`config.mk`:
```
export PLATFORM = sky130hd
export DESIGN_NAME = dsc_ctrl
export DESIGN_NICKNAME = d
export VERILOG_FILES = /design/src/dsc_pkg.sv /design/src/dsc_ctrl.sv
export VERILOG_INCLUDE_DIRS = /design/src
export SDC_FILE = /design/constraint.sdc
export NUM_CORES = 1
export LEC_CHECK = 0
export BUFFER_PORTS_ARGS = -buffer_cell sky130_fd_sc_hd__clkbuf_2
export CORE_MARGIN = 3
export CORE_UTILIZATION = 31
export DETAILED_ROUTE_END_ITERATION = 8
export SYNTH_ARGS = -nofsm -noshare
export SYNTH_HDL_FRONTEND = slang
export SYNTH_SLANG_ARGS = --single-unit
```
`constraint.sdc`:
```
create_clock -name hclk -period 6.3 [get_ports hclk]
set_input_delay 0.315 -clock hclk [delete_from_list [all_inputs] [get_ports hclk]]
set_output_delay 0.315 -clock hclk [all_outputs]
set_load 0.05 [all_outputs]
```
`src/dsc_map.svh`:
```
// Register offsets, field positions and reset values of the clock synthesizer control.
// Assumes inclusion by bare name from the package and the design file.
`ifndef DSC_MAP_SVH
`define DSC_MAP_SVH

// Register indices; the byte address is four times the index.
`define DSC_IDX_DIV      6'h01
`define DSC_IDX_MUX      6'h02
`define DSC_IDX_DAC      6'h08
`define DSC_IDX_OFFSET   6'h0E
`define DSC_IDX_STATUS   6'h0F
`define DSC_IDX_FREQ     6'h10

// Field positions.
`define DSC_MUX_HI       14
`define DSC_MUX_LO       6
`define DSC_DAC_HI       15
`define DSC_DAC_LO       6
`define DSC_OFS_HI       4
`define DSC_DIV_HI       9

// Power-up defaults of the nonvolatile settings.
`define DSC_MUX_RST      9'h018
`define DSC_DAC_RST      10'd500
`define DSC_OFS_RST      5'h10
`define DSC_DIV_RST      10'h000

// The divider ratio is the stored value plus this.
`define DSC_DIV_BIAS     11'd2
`define DSC_ZERO32       32'h0000_0000

`endif

```
`src/dsc_pkg.sv`:
```
// Types shared by the clock synthesizer control.
// Assumes dsc_map.svh is on the include path.
`default_nettype none

package dsc_pkg;
    `include "dsc_map.svh"

    typedef struct packed {
        logic main_powerdown_bit;
        logic ref_powerdown_bit;
        logic ref_select_bit;
        logic ref_enable_bit;
        logic ref_ratio_hi;
        logic ref_ratio_lo;
        logic main_ratio_hi;
        logic main_ratio_lo;
        logic divider_bypass_bit;
    } dsc_mux_type;

    typedef struct packed {
        logic [9:0] dac;
        logic [4:0] offset;
        logic [9:0] div;
    } dsc_freq_type;

    typedef enum logic [1:0] {
        DSC_REF_SHUT  = 2'b00,
        DSC_REF_MUX   = 2'b01,
        DSC_REF_OE    = 2'b10,
        DSC_REF_PDOWN = 2'b11
    } dsc_ref_mode_type;
endpackage

`default_nettype wire

```
`src/dsc_ctrl.sv`:
```
// Output-path control of a dual-output clock synthesizer with an AHB-Lite register slave.
// Assumes hclk stands for the master clock and the bench joins the pin enables to wires.
//
// Function
// - Reference prescaler divides master clock by 1, 2, 4 or 8.
// - Main prescaler divides master clock by 1, 2, 4 or 8 into divider.
// - Programmable divider divides by 2 to 1025, ratio from 10-bit value.
// - Bypass bit routes main prescaler output straight to main output.
// - Bypass set ignores divider ratio; clear lets divider run normally.
// - A 10-bit control word sets master frequency in step increments.
// - A range offset selects which band the control word spans.
// - Step, span and offset size are variant parameters.
// - Both outputs derive from master clock with independent settings.
// - Output enable is glitch free with constant delay to first edge.
// - Reference pin role decodes from power-down, enable and select bits.
// - All bits zero: output off, pin high powers down; select: pin picks divide.
// - Enable or power-down bit: pin high turns output off, low drives clock.
// - Main pin is active-low enable; with power-down bit it powers down.
// - Pin power-down requests are ORed, each gated by its own power-down bit or, for the ref pin, by all bits zero.
// - Power-down stops the master oscillator.
// - Settings load nonvolatile defaults at power-up.
// - Host writes all settings on the fly while running.
// - Main frequency is master over twice prescaler times divider, or over twice prescaler when bypassed.
`default_nettype none

`include "dsc_map.svh"

module dsc_ctrl
    import dsc_pkg::*;
#(
    parameter logic [8:0]  MUX_RST    = `DSC_MUX_RST,
    parameter logic [9:0]  DAC_RST    = `DSC_DAC_RST,
    parameter logic [4:0]  OFS_RST    = `DSC_OFS_RST,
    parameter logic [9:0]  DIV_RST    = `DSC_DIV_RST,
    parameter logic [31:0] STEP_KHZ   = 32'd10,
    parameter logic [31:0] OFSZ_KHZ   = 32'd5120,
    parameter logic [31:0] BASE_KHZ   = 32'd92100
) (
    // Clock, reset and freeze.
    input  wire logic        hclk,
    input  wire logic        hresetn,
    input  wire logic        ce,
    // AHB-Lite slave.
    input  wire logic        hsel,
    input  wire logic [31:0] haddr,
    input  wire logic [1:0]  htrans,
    input  wire logic        hwrite,
    input  wire logic [2:0]  hsize,
    input  wire logic [31:0] hwdata,
    input  wire logic        hready,
    output logic             hreadyout,
    output logic             hresp,
    output logic [31:0]      hrdata,
    // Control pins and clock outputs.
    input  wire logic        ref_ctrl_pin,
    input  wire logic        main_ctrl_pin,
    output logic             ref_clk_out,
    output logic             ref_clk_oe,
    output logic             main_clk_out,
    output logic             main_clk_oe,
    // Oscillator control.
    output logic             osc_run,
    output logic [31:0]      osc_freq_khz
);
    import dsc_pkg::*;

    dsc_mux_type      mux_ff;
    dsc_freq_type     frq_ff;
    logic             wr_pend_ff;
    logic             rd_pend_ff;
    logic [5:0]       idx_ff;
    logic [31:0]      hrdata_ff;
    logic [31:0]      rd_mux;
    logic [5:0]       a_idx;
    logic             take;
    logic             pdown;
    logic             mtick;
    dsc_ref_mode_type ref_mode;
    logic             ref_want;
    logic             ref_div_sel;
    logic             main_want;
    logic [3:0]       pratio [2];
    logic [3:0]       pcnt_ff [2];
    logic [3:0]       plim_ff [2];
    logic             ptick [2];
    logic [10:0]      dcnt_ff;
    logic [10:0]      dlim_ff;
    logic             ref_ph_ff;
    logic             ref_oe_ff;
    logic             main_ph_ff;
    logic             main_oe_ff;
    logic             ref_step;
    logic             main_step;
    logic [31:0]      freq_ff;

    // Bus slave: writes complete with no wait, reads take one wait state so a read that
    // follows a write to the same register sees the new value.
    assign a_idx     = haddr[7:2];
    assign take      = hsel & hready & htrans[1];
    assign hreadyout = ~rd_pend_ff;
    assign hresp     = 1'b0;
    assign hrdata    = hrdata_ff;

    always_ff @(posedge hclk or negedge hresetn) begin
        if (!hresetn) begin
            wr_pend_ff <= 1'b0;
            rd_pend_ff <= 1'b0;
            idx_ff     <= 6'h00;
        end else if (ce) begin
            rd_pend_ff <= take & ~hwrite;
            if (hready) begin
                wr_pend_ff <= take & hwrite;
                idx_ff     <= a_idx;
            end else if (rd_pend_ff) begin
                wr_pend_ff <= 1'b0;
            end
        end
    end

    always_comb begin
        rd_mux = `DSC_ZERO32;
        unique case (idx_ff)
            `DSC_IDX_MUX:    rd_mux[`DSC_MUX_HI:`DSC_MUX_LO] = mux_ff;
            `DSC_IDX_DAC:    rd_mux[`DSC_DAC_HI:`DSC_DAC_LO] = frq_ff.dac;
            `DSC_IDX_OFFSET: rd_mux[`DSC_OFS_HI:0] = frq_ff.offset;
            `DSC_IDX_DIV:    rd_mux[`DSC_DIV_HI:0] = frq_ff.div;
            `DSC_IDX_STATUS: rd_mux[2:0] = {pdown, main_oe_ff, ref_oe_ff};
            `DSC_IDX_FREQ:   rd_mux = freq_ff;
            default:         rd_mux = `DSC_ZERO32;
        endcase
    end

    always_ff @(posedge hclk or negedge hresetn) begin
        if (!hresetn) begin
            hrdata_ff <= `DSC_ZERO32;
        end else if (ce && rd_pend_ff) begin
            hrdata_ff <= rd_mux;
        end
    end

    // Settings start from their stored defaults and may be rewritten while running.
    always_ff @(posedge hclk or negedge hresetn) begin
        if (!hresetn) begin
            mux_ff     <= dsc_mux_type'(MUX_RST);
            frq_ff.dac <= DAC_RST;
            frq_ff.offset <= OFS_RST;
            frq_ff.div <= DIV_RST;
        end else if (ce && wr_pend_ff) begin
            unique case (idx_ff)
                `DSC_IDX_MUX:    mux_ff <= dsc_mux_type'(hwdata[`DSC_MUX_HI:`DSC_MUX_LO]);
                `DSC_IDX_DAC:    frq_ff.dac <= hwdata[`DSC_DAC_HI:`DSC_DAC_LO];
                `DSC_IDX_OFFSET: frq_ff.offset <= hwdata[`DSC_OFS_HI:0];
                `DSC_IDX_DIV:    frq_ff.div <= hwdata[`DSC_DIV_HI:0];
                default:         ;
            endcase
        end
    end

    // Oscillator setting; the offset counts in bands away from the default band.
    always_ff @(posedge hclk or negedge hresetn) begin
        if (!hresetn) begin
            freq_ff <= `DSC_ZERO32;
        end else if (ce) begin
            freq_ff <= BASE_KHZ + STEP_KHZ * {22'h000000, frq_ff.dac}
                     + OFSZ_KHZ * {27'h0000000, frq_ff.offset}
                     - OFSZ_KHZ * {27'h0000000, OFS_RST};
        end
    end
    assign osc_freq_khz = freq_ff;

    // Pin roles.
    always_comb begin
        ref_mode = dsc_ref_mode_type'({mux_ff.ref_enable_bit, mux_ff.ref_select_bit});
        if (mux_ff.ref_powerdown_bit) begin
            ref_mode = DSC_REF_PDOWN;
        end else if (mux_ff.ref_enable_bit) begin
            ref_mode = DSC_REF_OE;
        end
        ref_div_sel = mux_ff.ref_select_bit;
        ref_want    = ~ref_ctrl_pin;
        unique case (ref_mode)
            DSC_REF_SHUT: ref_want = 1'b0;
            DSC_REF_MUX: begin
                ref_want    = 1'b1;
                ref_div_sel = ref_ctrl_pin;
            end
            DSC_REF_OE:    ref_want = ~ref_ctrl_pin;
            DSC_REF_PDOWN: ref_want = ~ref_ctrl_pin;
        endcase
    end

    assign main_want = ~main_ctrl_pin;
    assign pdown = (mux_ff.ref_powerdown_bit & ref_ctrl_pin)
                 | (mux_ff.main_powerdown_bit & main_ctrl_pin)
                 | (ref_mode == DSC_REF_SHUT & ref_ctrl_pin);
    assign osc_run = ~pdown;
    assign mtick   = ce & ~pdown;

    // Prescaler ratios; the reference mux bypass acts as a ratio of one.
    assign pratio[0] = ref_div_sel ? 4'h1 << {mux_ff.ref_ratio_hi, mux_ff.ref_ratio_lo}
                                   : 4'h1;
    assign pratio[1] = 4'h1 << {mux_ff.main_ratio_hi, mux_ff.main_ratio_lo};

    // Ratios are taken at a count boundary so a change never cuts a period short.
    for (genvar i = 0; i < 2; i++) begin : g_pre
        assign ptick[i] = mtick & (pcnt_ff[i] == plim_ff[i] - 4'h1);
        always_ff @(posedge hclk or negedge hresetn) begin
            if (!hresetn) begin
                pcnt_ff[i] <= 4'h0;
                plim_ff[i] <= 4'h1;
            end else if (mtick) begin
                if (ptick[i] || (i == 0 ? !ref_oe_ff : !main_oe_ff)) begin
                    pcnt_ff[i] <= 4'h0;
                    plim_ff[i] <= pratio[i];
                end else begin
                    pcnt_ff[i] <= pcnt_ff[i] + 4'h1;
                end
            end
        end
    end

    // Programmable divider behind the main prescaler.
    always_ff @(posedge hclk or negedge hresetn) begin
        if (!hresetn) begin
            dcnt_ff <= 11'h000;
            dlim_ff <= `DSC_DIV_BIAS;
        end else if (mtick) begin
            if (!main_oe_ff || (ptick[1] && dcnt_ff == dlim_ff - 11'h001)) begin
                dcnt_ff <= 11'h000;
                dlim_ff <= {1'b0, frq_ff.div} + `DSC_DIV_BIAS;
            end else if (ptick[1]) begin
                dcnt_ff <= dcnt_ff + 11'h001;
            end
        end
    end

    assign ref_step  = ptick[0];
    assign main_step = mux_ff.divider_bypass_bit ? ptick[1]
                     : ptick[1] & (dcnt_ff == dlim_ff - 11'h001);

    // Output stages: an enable is taken only while the output is low, and a disabled
    // stage holds its counters at zero so the first edge always comes a fixed time later.
    always_ff @(posedge hclk or negedge hresetn) begin
        if (!hresetn) begin
            ref_ph_ff <= 1'b0;
            ref_oe_ff <= 1'b0;
        end else if (mtick) begin
            if (!ref_ph_ff) begin
                ref_oe_ff <= ref_want;
            end
            if (ref_oe_ff && ref_step && (ref_want || ref_ph_ff)) begin
                ref_ph_ff <= ~ref_ph_ff;
            end
        end
    end

    always_ff @(posedge hclk or negedge hresetn) begin
        if (!hresetn) begin
            main_ph_ff <= 1'b0;
            main_oe_ff <= 1'b0;
        end else if (mtick) begin
            if (!main_ph_ff) begin
                main_oe_ff <= main_want;
            end
            if (main_oe_ff && main_step && (main_want || main_ph_ff)) begin
                main_ph_ff <= ~main_ph_ff;
            end
        end
    end

    assign ref_clk_out  = ref_ph_ff;
    // A stopped oscillator may freeze a stage in its high half, so power-down releases
    // both pins at once instead of waiting for a low half that never comes.
    assign ref_clk_oe   = ref_oe_ff & ~pdown;
    assign main_clk_out = main_ph_ff;
    assign main_clk_oe  = main_oe_ff & ~pdown;
endmodule // dsc_ctrl

`default_nettype wire

```
# Word-level counts from Yosys, hierarchy flattened

Index checks and enable logic that the tools add are counted.

Register bits after elaboration: 148
Output and inout bits: 71
Word-level logic and storage cells: 126

$add $sub $neg: 10
Multipliers: 2
Eq/ne operators: 12
Shift-type cells: 2
Muxes and demuxes: 19
Bitwise operators: 22
Reductions and logical operators: 32

Operators by type and width:

| operator                                                              | number |
|---|---|
| 2-bit AND reduction                                                   | 14 |
| 11-bit 2-to-1 mux                                                     | 2 |
| 19-bit by 17-bit subtractor with 20-bit output, second input constant | 1 |
| 18-bit by 18-bit adder with 19-bit output                             | 1 |
| 17-bit by 14-bit adder with 18-bit output, first input constant       | 1 |
| 6-bit by 4-bit == test with 1-bit output, second input constant       | 3 |
| 16-bit 2-to-1 mux                                                     | 1 |
| 4-bit one-hot mux with 4 select lines                                 | 1 |
| 5-bit one-hot mux with 3 select lines                                 | 1 |
| 1-bit AND                                                             | 13 |
| 3-bit by 10-bit multiplier with 13-bit output, first input constant   | 1 |
| 4-bit 2-to-1 mux                                                      | 3 |
| 3-bit one-hot mux with 4 select lines                                 | 1 |
| 10-bit by 2-bit adder with 11-bit output, second input constant       | 1 |
| 11-bit by 1-bit adder with 11-bit output, second input constant       | 1 |
| 11-bit == test                                                        | 1 |
| 11-bit by 1-bit subtractor with 11-bit output, second input constant  | 1 |
| 4-bit by 1-bit adder with 4-bit output, second input constant         | 2 |
| 4-bit == test                                                         | 2 |
| 3-bit by 5-bit multiplier with 8-bit output, first input constant     | 1 |
| 1-bit by 2-bit << shifter with 4-bit output, first input constant     | 2 |
| 4-bit by 1-bit subtractor with 4-bit output, second input constant    | 2 |
| 1-bit logical AND                                                     | 7 |
| 1-bit inverter                                                        | 7 |
| other kinds (16)                                                      | 29 |

# Longest topological paths before layout

Depth in word-level cells: 13
Depth in mapped cells: 19

# Worst setup path after synthesis

OpenSTA, ideal clock, no wires.

Path type: register to register
Start point: register frq_ff[17] (netlist bit)
End point: register freq_ff[14], in the netlist osc_freq_khz[14]
Arrival time: 3.727 ns
Required time: 6.163 ns
Path slack: 2.436 ns
Cell stages (with the launch flop): 17
Path buffers: 1
Period minus slack after synthesis: 3.864 ns
Cell sequence: dfstp_2 ha_1 ha_1 a211o_1 a211o_1 a21oi_1 nor2b_1 nor2_1 xnor2_1 ha_1 ha_1 clkbuf_1 a21oi_1 nand2_1 o41a_1 xnor2_1 a21oi_1

Word-level cells in the longest chain between the ends: 4

RTL lines:

| what                                           | line            | text |
|---|---|---|
| start, declared                                | dsc_ctrl.sv:68  | `dsc_freq_type frq_ff;` |
| 3-bit by 10-bit multiplier with 13-bit output  | dsc_ctrl.sv:164 | `freq_ff <= BASE_KHZ + STEP_KHZ * {22'h000000, frq_ff.dac}` |
| 17-bit by 14-bit adder with 18-bit output      | dsc_ctrl.sv:164 |  |
| 18-bit by 18-bit adder with 19-bit output      | dsc_ctrl.sv:165 | `+ OFSZ_KHZ * {27'h0000000, frq_ff.offset}` |
| 19-bit by 17-bit subtractor with 20-bit output | dsc_ctrl.sv:166 | `- OFSZ_KHZ * {27'h0000000, OFS_RST};` |
| end signal, assigned                           | dsc_ctrl.sv:162 | `` freq_ff <= `DSC_ZERO32; `` |
| end signal, assigned                           | dsc_ctrl.sv:164 |  |
| end, declared                                  | dsc_ctrl.sv:94  | `logic [31:0] freq_ff;` |

Every way passes these cells.
A chain may end at the register's enable or synchronous reset.

# Worst setup path in the final report

Start point: register frq_ff[17] (netlist bit)
End point: register freq_ff[15], in the netlist osc_freq_khz[15]

The elaborated chain is that of the path after synthesis.

==> impl_metrics.toml <==
[cells_and_area]
finalNetCount = 932
seqCellArea_sq_mm = 0.003043
area_growth_pct = 15.31
drive_above_1_share = 0.2284
final_common_cell = "dfrtp_1"
final_core_util = 0.3656
diodes = 0
finalInstanceArea_sq_mm = 0.008633
final_cell_mix = "109 x dfrtp_1, 77 x nand2_1, 72 x clkbuf_2"
multi_input_area_sq_mm = 0.004108
nFillCells = 2405

[timing]
rsz0062_at_grt = "false"
fin_skew_ns = 0.009575
tightest_slew_ns = 0.9996
clock.fmax_ghz = 0.2376
min_period_over_period = 0.6680
hold_violations = 9
tns_ns = 0
setup_viol = 0
min_period_ns = 4.208
slew_headroom = 0.3320
drv_slew = 0
whs_ns = -0.006193

[critical_path]
crit_buf_inv = 1
crit_slowest_cell = "dfstp_2"
max_stage_delay_ns = 0.57
cp-end-kind = "register"
path_common_cell = "ha_1"
cp.required_ns = 6.63
crit_family = "compound AO/OA/AOI/OAI gates"
path_cells = "ha_1, ha_1, inv_1, fa_1, nand2b_1, a21oi_1, a21o_1, a21o_1, a21o_1, a21oi_1, xnor2_1, ha_1, ha_1, a21oi_1, nand2_1, a311oi_1, a211oi_1, o21a_1, o31ai_1"
worstPathArrival_ns = 4.54
crit_path_start_kind = "register"
crit_type = "register to register"
worst-path-max-fanout = 5

[power_and_ir_drop]
total_power_w = 0.002431
ir_worst_vdd_mv = 0.1614
combPwrFrac = 0.228
p_leak_nw = 4.077
seqPwrFrac = 0.387
clockPowerShare = 0.385
switching_share = 0.3280
powerDensity_mw_per_mm2 = 281.5
p_int_w = 0.001633
power.switching_w = 0.0007972

[route]
ant_nets = 0
drt-pass1-iter-count = 5
via_count = 5654
viasPerCell = 4.951
drc = 0
drtIter0Drc = 347
wl_um = 19040
post_drt_wl_per_cell_um = 16.67

[grt]
first_global_vias = 5492
antenna_found_initial = 0
grt-ovfl-total = 0
grt_pass1_wl_um = 29840
grt_max_degree = 63
grt_usage = 0.1462

[cts]
cts_hold_buf = 0
cts_resized = 0
clock_latency_ns = 0.42
clk_pin_slew_ns = 0.06
htreeDepth = 4
cts_tree = "built"
postCtsSetupRepairBufs = 0
numCtsBuffers = 17
cts_sinks = 121
cts_buffer_depth = 2
cts-root-buf = "clkbuf_16"

[placement]
portBuffers = 73
dpl-instance-area_sq_mm = 0.008075
dpl.hpwl_um = 14130
gp_congestion = 0.8048

[synthesis]
ys_seq_elements = 121
synth_edf_count = 0
async_flop_share = 1.000
yosys_warnings = 0
ys.flop_type = "dfrtp_1"
synth.cell_area_sq_mm = 0.007487
synth_seq_area_share = 0.4064
syn_avg_cell_area_sq_um = 10.13
syn_inst = 739
yosysUniqueCellTypes = 72

[floorplan]
fp.dieH_um = 161.4
core_area_sq_mm = 0.02361
die_x_um = 161.4
die_area_sq_mm = 0.02605
rows = 56
io_pins = 148
start_util = 0.3171

[job]
cap_violations = 0

[status]
outcome = "finished with violations"
violations = "hold timing"

[hold_path]
min_path_type = "input pin to asynchronous set/reset pin"
-- state kept, by name, summed over array words and instances, names as in the netlist --
name,count
frq_ff,25
mux_ff,9
pcnt_ff,8
osc_freq_khz,18
rd_pend_ff,1
dcnt_ff,11
main_clk_out,1
ref_clk_out,1
plim_ff,8
main_oe_ff,1
dlim_ff,11
hrdata,19
idx_ff,6
ref_oe_ff,1
wr_pend_ff,1
-- routing by layer --
layer	wire length [um]	GRT usage	up-vias
li1	-	-	2746
met1	8589	0.1876	2749
met2	9233	0.2439	141
met3	865	0.03411	18
met4	350	0.04771	0
met5	0	0	-
-- cell type report --
class / instances / area share
clock buffer: 23 / 0.05304
timing repair buffer: 79 / 0.04783
tap: 319 / 0.04623
clock inverter: 9 / 0.01159
inverter: 30 / 0.01304
multi-input combinational: 561 / 0.4758
sequential: 121 / 0.3525
-- power by group through the flow --
stage / clock network (W) / logic, W / registers, W
2_1_floorplan: 0 / 0.000378 / 0.000994
3_3_place_gp: 0 / 0.000546 / 0.000953
3_5_place_dp: 0 / 0.000555 / 0.000954
4_1_cts: 0.000960 / 0.000559 / 0.000941
5_1_grt: 0.000989 / 0.000610 / 0.000952
6_report: 0.000935 / 0.000554 / 0.000941
-- synth_stat cells, drive strengths merged (7+ instances only) --
cell type	number	area (sq um)
o21ai	45	225.2
a21oi	22	110.1
and3	10	62.56
nor2	42	181.4
clkbuf	21	78.83
dfrtp	109	2728
nor3	14	81.33
a22oi	12	90.09
xnor2	37	331.6
o31ai	9	67.56
ha	43	538.0
o21a	7	52.55
a222oi	8	80.08
nand3	23	115.1
a21o	9	67.56
nor2b	7	43.79
nand2	78	295.3
dfstp	12	315.3
buf	33	246.5
inv	30	112.6
mux2	57	671.9
xor2	26	227.7
-- stage by stage --
step / std cells / setup WS, ns
2_1_floorplan: 766 / 2.436
3_3_place_gp: 1110 / 2.126
3_5_place_dp: 1110 / 2.116
4_1_cts: 1142 / 2.090
5_1_grt: 1142 / 1.847
6_report: 1142 / 2.092
-- final timing paths --
check	startpoint	to	slack, ns	depth (start not counted)
hold / removal	hresetn	pcnt_ff[2]	-0.006	1
setup / recovery	frq_ff[17]	osc_freq_khz[15]	2.09	19
min in group hclk	haddr[5]	idx_ff[3]	0.13	2
max in group asynchronous	hresetn	idx_ff[5]	5.00	2
hold reg to reg	hrdata[5]	hrdata[5]	0.49	2
setup reg to reg	frq_ff[17]	osc_freq_khz[15]	2.09	19
-- cell families (layout without fill, tap and decap cells) --
group / Yosys count / after routing / synth area share
AND/OR/NAND/NOR: 210 / 210 / 0.1412
buffers and inverters: 84 / 141 / 0.05849
AO/OA/AOI/OAI: 152 / 152 / 0.1437
flip-flops: 121 / 121 / 0.4064
other: 1 / 28 / 0.0005009
adder cells (fa/ha/maj): 46 / 46 / 0.07854
XOR/XNOR: 63 / 63 / 0.07470
multiplexers: 62 / 62 / 0.09642
-- worst reg2reg max path, cell delays in order, from the launching register on --
cell and delay [ns]:
dfstp_2 0.57, ha_1 0.18, ha_1 0.20, inv_1 0.06, fa_1 0.39, nand2b_1 0.19
a21oi_1 0.28, a21o_1 0.16, a21o_1 0.15, a21o_1 0.12, a21oi_1 0.07, xnor2_1 0.13
ha_1 0.30, ha_1 0.25, a21oi_1 0.16, nand2_1 0.11, a311oi_1 0.24, a211oi_1 0.17
o21a_1 0.19, o31ai_1 0.20
Power figures use the tool's default switching activity.
